## src/ccptr_params.svh

```systemverilog
// Register offsets, field positions, reset values and codes for the unit timer resource block
//
// Contract
// - Each unit has a readable and writable control register and a data register made of 8-bit low and high bytes.
// - Capture and compare use the first or third timer as time base, PWM uses only the second timer.
// - The timer feeding each unit is picked by the timer-to-unit enable bits in the third timer control register.
// - Both units work at once and may share one timer when both are capture/compare or both are PWM.
// - With the first timer in asynchronous counter mode, captures against it are not taken.
// - The second unit's pin is port C line one when the pin select bit is 1, else port B line three.
// - Two capturing units have different time bases only with the first unit on the first timer and the second on the third.
// - A comparing unit can issue a special event trigger that resets its own time base timer.
// - The second unit's compare trigger event can also start an analog-to-digital conversion.
// - A compare reset of a shared timer also moves the time base of the other unit that captures on it.
// - Two PWM units share one period and one update moment, both from the second timer.
`ifndef CCPTR_PARAMS_SVH
`define CCPTR_PARAMS_SVH

`define CCPTR_OFS_UCTRL0   8'h00
`define CCPTR_OFS_DLO0     8'h04
`define CCPTR_OFS_DHI0     8'h08
`define CCPTR_OFS_UCTRL1   8'h0C
`define CCPTR_OFS_DLO1     8'h10
`define CCPTR_OFS_DHI1     8'h14
`define CCPTR_OFS_T3CTL    8'h18
`define CCPTR_OFS_T1CTL    8'h1C
`define CCPTR_OFS_T2CTL    8'h20
`define CCPTR_OFS_T2PER    8'h24
`define CCPTR_OFS_CFG      8'h28
`define CCPTR_OFS_T1CNT    8'h2C
`define CCPTR_OFS_T3CNT    8'h30
`define CCPTR_OFS_T2CNT    8'h34

`define CCPTR_BIT_ON       0
`define CCPTR_BIT_ASYNC    1
`define CCPTR_BIT_SEL_LO   1
`define CCPTR_BIT_SEL_HI   2
`define CCPTR_BIT_PINSEL   0
`define CCPTR_BIT_FLAG     7

`define CCPTR_MODE_CAPF    4'h4
`define CCPTR_MODE_CAPR    4'h5
`define CCPTR_MODE_CTOG    4'h2
`define CCPTR_MODE_CSET    4'h8
`define CCPTR_MODE_CCLR    4'h9
`define CCPTR_MODE_CSOFT   4'hA
`define CCPTR_MODE_CSEV    4'hB

`define CCPTR_RST_CFG      8'h01
`define CCPTR_RST_T2PER    8'hFF
`define CCPTR_RST_BYTE     8'h00

`endif

```

## src/ccptr_pkg.sv

```systemverilog
// Types shared by the unit timer resource block
`default_nettype none
package ccptr_pkg;
    typedef enum logic [1:0] {
        CCPTR_OFF,
        CCPTR_CAPT,
        CCPTR_CMP,
        CCPTR_PWM
    } ccptr_class_t;

    typedef logic [7:0]  ccptr_byte_t;
    typedef logic [15:0] ccptr_word_t;
endpackage
`default_nettype wire

```

## src/ccptr_top.sv

```systemverilog
// Two capture/compare/PWM units with shared timers behind an AHB-Lite slave
//
// Our own choices: the AHB-Lite register port and the register addresses.
`include "ccptr_params.svh"
`default_nettype none
module ccptr_top (
    input  wire logic                 core_clk_i,
    input  wire logic                 rst_i,
    input  wire logic                 hsel_i,
    input  wire logic [31:0]          haddr_i,
    input  wire logic [1:0]           htrans_i,
    input  wire logic                 hwrite_i,
    input  wire logic [2:0]           hsize_i,
    input  wire logic [31:0]          hwdata_i,
    input  wire logic                 hready_i,
    output logic                      hreadyout_o,
    output logic                      hresp_o,
    output logic [31:0]               hrdata_o,
    input  wire logic                 first_unit_pin_i,
    output logic                      first_unit_pin_o,
    output logic                      first_unit_pin_oe_o,
    input  wire logic                 port_c_line_one_i,
    output logic                      port_c_line_one_o,
    output logic                      port_c_line_one_oe_o,
    input  wire logic                 port_b_line_three_i,
    output logic                      port_b_line_three_o,
    output logic                      port_b_line_three_oe_o,
    input  wire logic                 first_timer_ext_clk_i,
    output logic                      adc_start_o,
    output logic                      second_timer_period_o
);
    import ccptr_pkg::*;

    // Bus state
    logic        rd_pend_r;
    logic        wr_pend_r;
    logic [7:0]  addr_r;
    logic        hreadyout_r;
    logic [31:0] hrdata_r;

    // Registers
    ccptr_byte_t unit_control_reg_r [2];
    ccptr_byte_t unit_data_low_r    [2];
    ccptr_byte_t unit_data_high_r   [2];
    ccptr_byte_t third_timer_control_r;
    ccptr_byte_t first_timer_ctrl_r;
    ccptr_byte_t second_timer_ctrl_r;
    ccptr_byte_t second_timer_period_r;
    ccptr_byte_t cfg_r;

    // Timers
    ccptr_word_t first_timer_r;
    ccptr_word_t third_timer_r;
    ccptr_byte_t second_timer_r;
    logic        t2_wrap_r;

    // Pin synchronisers: unit1 pin, port C line one, port B line three, ext clock
    logic [3:0]  pin_meta_r;
    logic [3:0]  pin_sync_r;
    logic [3:0]  pin_last_r;

    // Unit state
    logic [1:0]  match_r;
    logic [1:0]  sev_r;
    logic [1:0]  sev_third_r;
    logic [1:0]  out_r;
    logic [1:0]  oe_r;
    logic        adc_start_r;

    // Combinational helpers
    ccptr_class_t cls      [2];
    logic [1:0]   on_third;
    ccptr_word_t  tbase    [2];
    logic [1:0]   match_now;
    logic [1:0]   match_new;
    logic [1:0]   cap_evt;
    logic [1:0]   pin_in;
    logic         wr_go;
    logic         ext_edge;
    logic         pinsel;

    function automatic ccptr_class_t mode_class(input ccptr_byte_t ctrl);
        logic [3:0] m;
        m = ctrl[3:0];
        if (m[3:2] == 2'b11) begin
            return CCPTR_PWM;
        end else if (m == `CCPTR_MODE_CAPF || m == `CCPTR_MODE_CAPR) begin
            return CCPTR_CAPT;
        end else if (m == `CCPTR_MODE_CTOG || (m >= `CCPTR_MODE_CSET && m <= `CCPTR_MODE_CSEV)) begin
            return CCPTR_CMP;
        end
        return CCPTR_OFF;
    endfunction

    // Selection code: 00 both on first timer, 01 second unit on third, 1x both on third
    function automatic logic uses_third(input int unsigned u, input logic [1:0] sel);
        return (u == 0) ? sel[1] : (sel[1] | sel[0]);
    endfunction

    function automatic logic [31:0] read_mux(input logic [7:0] a);
        logic [31:0] d;
        d = 32'h0000_0000;
        unique case (a)
            `CCPTR_OFS_UCTRL0: d = {24'h00_0000, unit_control_reg_r[0]};
            `CCPTR_OFS_DLO0:   d = {24'h00_0000, unit_data_low_r[0]};
            `CCPTR_OFS_DHI0:   d = {24'h00_0000, unit_data_high_r[0]};
            `CCPTR_OFS_UCTRL1: d = {24'h00_0000, unit_control_reg_r[1]};
            `CCPTR_OFS_DLO1:   d = {24'h00_0000, unit_data_low_r[1]};
            `CCPTR_OFS_DHI1:   d = {24'h00_0000, unit_data_high_r[1]};
            `CCPTR_OFS_T3CTL:  d = {24'h00_0000, third_timer_control_r};
            `CCPTR_OFS_T1CTL:  d = {24'h00_0000, first_timer_ctrl_r};
            `CCPTR_OFS_T2CTL:  d = {24'h00_0000, second_timer_ctrl_r};
            `CCPTR_OFS_T2PER:  d = {24'h00_0000, second_timer_period_r};
            `CCPTR_OFS_CFG:    d = {24'h00_0000, cfg_r};
            `CCPTR_OFS_T1CNT:  d = {16'h0000, first_timer_r};
            `CCPTR_OFS_T3CNT:  d = {16'h0000, third_timer_r};
            `CCPTR_OFS_T2CNT:  d = {24'h00_0000, second_timer_r};
            default:           d = 32'h0000_0000;
        endcase
        return d;
    endfunction

    assign hreadyout_o           = hreadyout_r;
    assign hresp_o               = 1'b0;
    assign hrdata_o              = hrdata_r;
    assign first_unit_pin_o      = out_r[0];
    assign first_unit_pin_oe_o   = oe_r[0];
    assign adc_start_o           = adc_start_r;
    assign second_timer_period_o = t2_wrap_r;

    assign pinsel   = cfg_r[`CCPTR_BIT_PINSEL];
    assign ext_edge = pin_sync_r[3] & ~pin_last_r[3];
    assign wr_go    = wr_pend_r & hready_i;

    always_comb begin
        for (int u = 0; u < 2; u++) begin
            cls[u]      = mode_class(unit_control_reg_r[u]);
            on_third[u] = uses_third(u, third_timer_control_r[`CCPTR_BIT_SEL_HI:`CCPTR_BIT_SEL_LO]);
            tbase[u]    = on_third[u] ? third_timer_r : first_timer_r;
            match_now[u] = (cls[u] == CCPTR_CMP) &&
                           (tbase[u] == {unit_data_high_r[u], unit_data_low_r[u]});
            match_new[u] = match_now[u] & ~match_r[u];
        end
        // Second unit input follows the selected pin
        pin_in[0] = pin_sync_r[0];
        pin_in[1] = pinsel ? pin_sync_r[1] : pin_sync_r[2];
        for (int u = 0; u < 2; u++) begin
            cap_evt[u] = 1'b0;
            if (cls[u] == CCPTR_CAPT) begin
                if (unit_control_reg_r[u][0]) begin
                    cap_evt[u] = pin_in[u] & ~pin_last_r[u == 0 ? 0 : (pinsel ? 1 : 2)];
                end else begin
                    cap_evt[u] = ~pin_in[u] & pin_last_r[u == 0 ? 0 : (pinsel ? 1 : 2)];
                end
                // Asynchronous count cannot be sampled safely, so the capture is dropped
                if (!on_third[u] && first_timer_ctrl_r[`CCPTR_BIT_ASYNC]) begin
                    cap_evt[u] = 1'b0;
                end
            end
        end
    end

    // Only the second flip-flop and its delayed copy feed logic
    always_ff @(posedge core_clk_i) begin
        if (rst_i) begin
            pin_meta_r <= 4'h0;
            pin_sync_r <= 4'h0;
            pin_last_r <= 4'h0;
        end else begin
            pin_meta_r <= {first_timer_ext_clk_i, port_b_line_three_i,
                           port_c_line_one_i, first_unit_pin_i};
            pin_sync_r <= pin_meta_r;
            pin_last_r <= pin_sync_r;
        end
    end

    // AHB-Lite slave: writes take no wait state, reads take one so data is registered
    always_ff @(posedge core_clk_i) begin
        if (rst_i) begin
            rd_pend_r   <= 1'b0;
            wr_pend_r   <= 1'b0;
            addr_r      <= 8'h00;
            hreadyout_r <= 1'b1;
            hrdata_r    <= 32'h0000_0000;
        end else begin
            if (rd_pend_r) begin
                hrdata_r    <= read_mux(addr_r);
                hreadyout_r <= 1'b1;
                rd_pend_r   <= 1'b0;
            end else if (hready_i) begin
                wr_pend_r <= 1'b0;
                if (hsel_i && htrans_i[1]) begin
                    addr_r <= haddr_i[7:0];
                    if (hwrite_i) begin
                        wr_pend_r <= 1'b1;
                    end else begin
                        rd_pend_r   <= 1'b1;
                        hreadyout_r <= 1'b0;
                    end
                end
            end
        end
    end

    // Shared configuration registers
    always_ff @(posedge core_clk_i) begin
        if (rst_i) begin
            third_timer_control_r <= `CCPTR_RST_BYTE;
            first_timer_ctrl_r    <= `CCPTR_RST_BYTE;
            second_timer_ctrl_r   <= `CCPTR_RST_BYTE;
            second_timer_period_r <= `CCPTR_RST_T2PER;
            cfg_r                 <= `CCPTR_RST_CFG;
        end else if (wr_go) begin
            unique case (addr_r)
                `CCPTR_OFS_T3CTL: third_timer_control_r <= hwdata_i[7:0];
                `CCPTR_OFS_T1CTL: first_timer_ctrl_r    <= hwdata_i[7:0];
                `CCPTR_OFS_T2CTL: second_timer_ctrl_r   <= hwdata_i[7:0];
                `CCPTR_OFS_T2PER: second_timer_period_r <= hwdata_i[7:0];
                `CCPTR_OFS_CFG:   cfg_r                 <= hwdata_i[7:0];
                default: ;
            endcase
        end
    end

    // Per-unit control and data bytes; hardware capture beats a software byte write
    always_ff @(posedge core_clk_i) begin
        if (rst_i) begin
            for (int u = 0; u < 2; u++) begin
                unit_control_reg_r[u] <= `CCPTR_RST_BYTE;
                unit_data_low_r[u]    <= `CCPTR_RST_BYTE;
                unit_data_high_r[u]   <= `CCPTR_RST_BYTE;
            end
        end else begin
            for (int u = 0; u < 2; u++) begin
                if (wr_go && addr_r == (u == 0 ? `CCPTR_OFS_UCTRL0 : `CCPTR_OFS_UCTRL1)) begin
                    // Writing 0 to the flag clears it, but a new event still sets it
                    unit_control_reg_r[u] <= {(hwdata_i[`CCPTR_BIT_FLAG] &
                                               unit_control_reg_r[u][`CCPTR_BIT_FLAG]) |
                                              cap_evt[u] | match_new[u],
                                              hwdata_i[6:0]};
                end else if (cap_evt[u] | match_new[u]) begin
                    unit_control_reg_r[u][`CCPTR_BIT_FLAG] <= 1'b1;
                end
                if (cap_evt[u]) begin
                    unit_data_low_r[u]  <= tbase[u][7:0];
                    unit_data_high_r[u] <= tbase[u][15:8];
                end else if (cls[u] == CCPTR_PWM && t2_wrap_r) begin
                    // Duty shadow reloads on the common period boundary
                    unit_data_high_r[u] <= unit_data_low_r[u];
                end else if (wr_go) begin
                    if (addr_r == (u == 0 ? `CCPTR_OFS_DLO0 : `CCPTR_OFS_DLO1)) begin
                        unit_data_low_r[u] <= hwdata_i[7:0];
                    end
                    if (addr_r == (u == 0 ? `CCPTR_OFS_DHI0 : `CCPTR_OFS_DHI1)) begin
                        unit_data_high_r[u] <= hwdata_i[7:0];
                    end
                end
            end
        end
    end

    // Compare match tracking and special event trigger
    always_ff @(posedge core_clk_i) begin
        if (rst_i) begin
            match_r     <= 2'b00;
            sev_r       <= 2'b00;
            sev_third_r <= 2'b00;
            adc_start_r <= 1'b0;
        end else begin
            match_r <= match_now;
            for (int u = 0; u < 2; u++) begin
                sev_r[u]       <= match_new[u] &&
                                  unit_control_reg_r[u][3:0] == `CCPTR_MODE_CSEV;
                sev_third_r[u] <= on_third[u];
            end
            adc_start_r <= match_new[1] &&
                           unit_control_reg_r[1][3:0] == `CCPTR_MODE_CSEV;
        end
    end

    // First and third timers; a trigger from either unit clears the timer it ran on
    always_ff @(posedge core_clk_i) begin
        if (rst_i) begin
            first_timer_r <= 16'h0000;
            third_timer_r <= 16'h0000;
        end else begin
            if ((sev_r[0] & ~sev_third_r[0]) | (sev_r[1] & ~sev_third_r[1])) begin
                first_timer_r <= 16'h0000;
            end else if (first_timer_ctrl_r[`CCPTR_BIT_ON]) begin
                if (!first_timer_ctrl_r[`CCPTR_BIT_ASYNC] || ext_edge) begin
                    first_timer_r <= first_timer_r + 16'h0001;
                end
            end
            if ((sev_r[0] & sev_third_r[0]) | (sev_r[1] & sev_third_r[1])) begin
                third_timer_r <= 16'h0000;
            end else if (third_timer_control_r[`CCPTR_BIT_ON]) begin
                third_timer_r <= third_timer_r + 16'h0001;
            end
        end
    end

    // Second timer: one period for every PWM unit
    always_ff @(posedge core_clk_i) begin
        if (rst_i) begin
            second_timer_r <= 8'h00;
            t2_wrap_r      <= 1'b0;
        end else begin
            t2_wrap_r <= 1'b0;
            if (second_timer_ctrl_r[`CCPTR_BIT_ON]) begin
                if (second_timer_r == second_timer_period_r) begin
                    second_timer_r <= 8'h00;
                    t2_wrap_r      <= 1'b1;
                end else begin
                    second_timer_r <= second_timer_r + 8'h01;
                end
            end
        end
    end

    // Unit pin drive
    always_ff @(posedge core_clk_i) begin
        if (rst_i) begin
            out_r <= 2'b00;
            oe_r  <= 2'b00;
        end else begin
            for (int u = 0; u < 2; u++) begin
                oe_r[u] <= (cls[u] == CCPTR_PWM) ||
                           ((cls[u] == CCPTR_CMP) &&
                            unit_control_reg_r[u][3:0] != `CCPTR_MODE_CSOFT &&
                            unit_control_reg_r[u][3:0] != `CCPTR_MODE_CSEV);
                if (cls[u] == CCPTR_PWM) begin
                    // Duty compares against the period timer only
                    out_r[u] <= second_timer_ctrl_r[`CCPTR_BIT_ON] &&
                                (second_timer_r < unit_data_high_r[u]);
                end else if (match_new[u]) begin
                    unique case (unit_control_reg_r[u][3:0])
                        `CCPTR_MODE_CSET: out_r[u] <= 1'b1;
                        `CCPTR_MODE_CCLR: out_r[u] <= 1'b0;
                        `CCPTR_MODE_CTOG: out_r[u] <= ~out_r[u];
                        default:          out_r[u] <= out_r[u];
                    endcase
                end else if (cls[u] == CCPTR_OFF) begin
                    out_r[u] <= 1'b0;
                end
            end
        end
    end

    // Second unit pin routing; only the selected pin gets the unit's output and enable, the other pin's enable is held low
    always_ff @(posedge core_clk_i) begin
        if (rst_i) begin
            port_c_line_one_o      <= 1'b0;
            port_c_line_one_oe_o   <= 1'b0;
            port_b_line_three_o    <= 1'b0;
            port_b_line_three_oe_o <= 1'b0;
        end else begin
            port_c_line_one_o      <= pinsel & out_r[1];
            port_c_line_one_oe_o   <= pinsel & oe_r[1];
            port_b_line_three_o    <= ~pinsel & out_r[1];
            port_b_line_three_oe_o <= ~pinsel & oe_r[1];
        end
    end

    logic unused_ok;
    assign unused_ok = &{1'b0, haddr_i[31:8], hsize_i, htrans_i[0], hwdata_i[31:8]};
endmodule
`default_nettype wire

```

## config.mk

```make
export PLATFORM = sky130hd
export DESIGN_NAME = ccptr_top
export DESIGN_NICKNAME = d
export VERILOG_FILES = /design/src/ccptr_pkg.sv /design/src/ccptr_top.sv
export VERILOG_INCLUDE_DIRS = /design/src /design/src/src
export SDC_FILE = /design/constraint.sdc
export NUM_CORES = 1
export LEC_CHECK = 0
export ABC_CLOCK_PERIOD_IN_PS = 2600
export CAP_MARGIN = 20
export CORE_MARGIN = 2
export CORE_UTILIZATION = 58
export DETAILED_ROUTE_END_ITERATION = 8
export DONT_BUFFER_PORTS = 1
export PLACE_DENSITY_LB_ADDON = 0.1
export SYNTH_ARGS = -nofsm -noshare
export SYNTH_HDL_FRONTEND = slang
export SYNTH_SLANG_ARGS = --single-unit
```

## constraint.sdc

```tcl
create_clock -name core_clk_i -period 2.6 [get_ports core_clk_i]
set_clock_uncertainty 0.1 [all_clocks]
set_input_delay 0.39 -clock core_clk_i [delete_from_list [all_inputs] [get_ports core_clk_i]]
set_output_delay 0.39 -clock core_clk_i [all_outputs]
set_load 0.02 [all_outputs]
```

==> out/metrics.yaml <==
setup-violations-final: 18
synth_edf_count: 47
viasPerCell: 6.35
cts_setup_buffers: 0
ys_seq_area_share_pct: 42.7
max-cap-violations: 0
rows: 47
grt_pass1_vias: 8470
finalCritPeriodShare_pct: 111
htree_num_levels: 4
synthFlopType: "dfxtp_1"
cp-start-kind: "flop"
irDropWorstVdd_uv: 498
ys_seq_elements: 182
antenna_found_initial: 1
syn-cell-area_sq_um: 9640
routedWlPerCell_microns: 24.1
end_kind: "flop"
clockBufferDepth: 2
holdCritStartpoint: "hwdata_i[4]"
grt_max_degree: 47
die_h_microns: 133
hold_depth: 2
async_reset_ff_share_pct: 0
final_max_slew_viol_count: 0
clk_latency_ps: 450
path_cells: "mux2i_4, xnor2_2, or4_1, or4_4, nor3_4, buf_4, nor2_2, a21oi_4, a21boi_2"
area_growth_pct: 19.1
hold_viol_final: 0
hold_path_end: "third_timer_control_r[4]"
clock-sinks: 182
cp_slowest_cell: "or4_1"
gp_congestion: 1.04
cts_tree: "yes"
numPortBuffers: 0
relSlewSlack_pct: 52.5
start_util_pct: 58.8
reg2reg_from: "third_timer_control_r[2]"
grt_overflow_total: 0
timing.final.ws_setup_ps: -274
die_w_microns: 133
coreArea_sq_um: 16400
cp.arrival_ps: 3080
max_freq_mhz: 348
vias: 9138
ant_nets: 0
clk_pin_slew_ps: 80
cts_buffers: 17
post-route-min-period_ps: 2870
dr.first_iter.drc_count: 1189
worstHoldPathType: "input port to flop"
violations: "setup timing"
fin_cells: 1440
syn-instance-count: 1109
grt_pass1_wl_mm: 52.2
crit_fanout: 8
grtUsageTotal_pct: 39.7
final_layout_size_suffix_gt1_share_pct: 14.9
cts_root_buffer: "clkbuf_16"
synthDistinctLibCells: 65
worstSetupPathType: "flop to flop"
yosysWarnings: 0
crit_required_ps: 2810
dp.cells: 1367
dieArea_sq_um: 17700
power.density_nw_per_um2: 517
io_pins: 120
reg2reg_to: "unit_control_reg_r[0][7]"
pre_cts_slack_ps: -342
max_stage_delay_ps: 530
dr.pass1.iters: 5
drc: 0
place_hpwl_mm: 24.7
finalNetCount: 1300
routed_wl_mm: 34.7
worst_slew_pin_slew_ps: 710
rsz0062_at_grt: "true"
avgSynthCellArea_sq_um: 8.69
reg2reg_slack_ps: -270
rr_worst_depth: 9
p_leak_uw: 0.00437
status: "finished, violations left"
[through the flow]
step	TNS [ps]	util, %	power (uW)	hold WS [ps]	cell area (sq um)
after floorplan	-81.3	-	3280	314	9700
after global placement	-4140	63.5	3360	316	10400
after detailed placement	-5020	63.5	3360	330	10400
after CTS	-2920	69.7	5930	1.55	11400
after global routing	-5830	69.9	6080	0.0791	11500
final	-3990	70.0	5940	0.483	11500
[power breakdown]
part	internal [uW]	switching, uW	total, uW
Clock	1280	1280	2570
Combinational	140	229	369
Sequential	2940	58.0	3000
Total	4370	1570	5940
[cells in the mapped netlist (19+ instances only)]
master / instances / share of area, %
nand2_1: 151 / 5.9
xor2_1: 27 / 2.5
nor2_1: 89 / 3.5
buf_4: 19 / 1.5
xnor2_1: 45 / 4.1
a21oi_1: 75 / 3.9
edfxtp_1: 47 / 15
nand3_1: 55 / 2.9
nand4_1: 26 / 1.7
mux2i_1: 43 / 4.5
dfxtp_1: 135 / 28
o21ai_0: 38 / 2.0
clkbuf_1: 64 / 2.5
inv_1: 30 / 1.2
nor2b_1: 19 / 1.2
nand2b_1: 21 / 1.4
[metal layers]
metal	routed length (microns)	up-vias	track usage, %
met4	1750	0	16.9
met1	13400	4365	52.4
met2	15700	540	62.8
met5	0	-	0
met3	3890	136	9.31
li1	-	4097	-
[how the worst max path moves through the flow]
stage	endpoint	startpoint	depth (start not counted)
after floorplan	out_r[0]	third_timer_control_r[2]	9
after global placement	out_r[0]	third_timer_control_r[2]	8
after detailed placement	out_r[0]	third_timer_control_r[2]	9
after CTS	out_r[0]	third_timer_control_r[2]	8
after global routing	unit_control_reg_r[0][7]	third_timer_control_r[2]	9
final	unit_control_reg_r[0][7]	third_timer_control_r[2]	9
[state kept, by name (all words and copies together), names as in the netlist, 2 cells and up]
| name | cells |
|---|---|
| first_timer_ctrl_r | 8 |
| second_timer_period_r | 8 |
| sev_r | 2 |
| unit_data_low_r | 16 |
| third_timer_control_r | 8 |
| cfg_r | 8 |
| second_timer_ctrl_r | 8 |
| pin_last_r | 4 |
| pin_sync_r | 4 |
| pin_meta_r | 4 |
| unit_control_reg_r | 16 |
| unit_data_high_r | 16 |
| sev_third_r | 2 |
| hrdata_o | 16 |
| addr_r | 8 |
| second_timer_r | 8 |
| third_timer_r | 16 |
| oe_r | 2 |
| out_r | 2 |
| first_timer_r | 16 |
| match_r | 2 |
[cell families (layout without fill, tap and decap cells)]
logic type / Yosys count / after routing / synth area share (%)
AOI/OAI and AO/OA: 230 / 230 / 16.0
and+or+nand+nor: 437 / 437 / 21.8
buffers and inverters: 124 / 217 / 5.84
other: 1 / 19 / 0.0389
muxes: 46 / 46 / 4.93
DFF: 182 / 182 / 42.7
xor gates and xnor gates: 72 / 72 / 6.54
adders and majority gates: 17 / 17 / 2.21
[critical path: cells and delay by family, from the launching register on]
kind	cells	cell delay, ps
buffers and inverters	1	170
DFF	1	410
muxes	1	270
AOI/OAI and AO/OA	2	440
xor gates and xnor gates	1	90
and+or+nand+nor	4	1240
[layout make-up]
cell class                 count  area (sq um)
clock inverter                15           150
tap                          220           275
multi-input combinational    819          5100
inverter                      30           113
sequential                   182          4120
clock buffer                  17           425
fill                        1317          4930
antenna                        2          5.00
timing repair buffer         155          1300
[layout by cell type (no fill, tap or decap), drive strengths merged, types with 3 or more instances in the layout]
master / synthesis / routed
conb: 1 / 17
xnor2: 45 / 45
clkinv: 0 / 4
a21oi: 76 / 76
nor2: 91 / 91
a221oi: 16 / 16
nand3: 55 / 55
xor2: 27 / 27
nand2: 151 / 151
nor2b: 19 / 19
a222oi: 8 / 8
o21bai: 4 / 4
nor3b: 6 / 6
ha: 17 / 17
o21ai: 38 / 38
a2bb2oi: 8 / 8
and2: 13 / 13
mux2i: 44 / 44
buf: 30 / 117
o2111ai: 4 / 4
a21o: 8 / 8
or3: 6 / 6
nand4: 26 / 26
o31ai: 10 / 10
inv: 30 / 40
o221ai: 6 / 6
a22o: 14 / 14
dlygate4sd3: 0 / 38
a22oi: 18 / 18
dfxtp: 135 / 135
clkbuf: 64 / 17
nand2b: 21 / 21
nor4: 9 / 9
and4: 3 / 3
and3: 12 / 12
nor3: 18 / 18
edfxtp: 47 / 47
[repair_timing]
action	4_1_cts	5_1_grt
endpoints found under the setup margin	26	28
resized for setup	9	12
pin swaps	1	0
hold endpoints to repair	75	0
hold buffers	39	0
cloned	0	0
No activity file was read; power rests on OpenSTA's default activity.
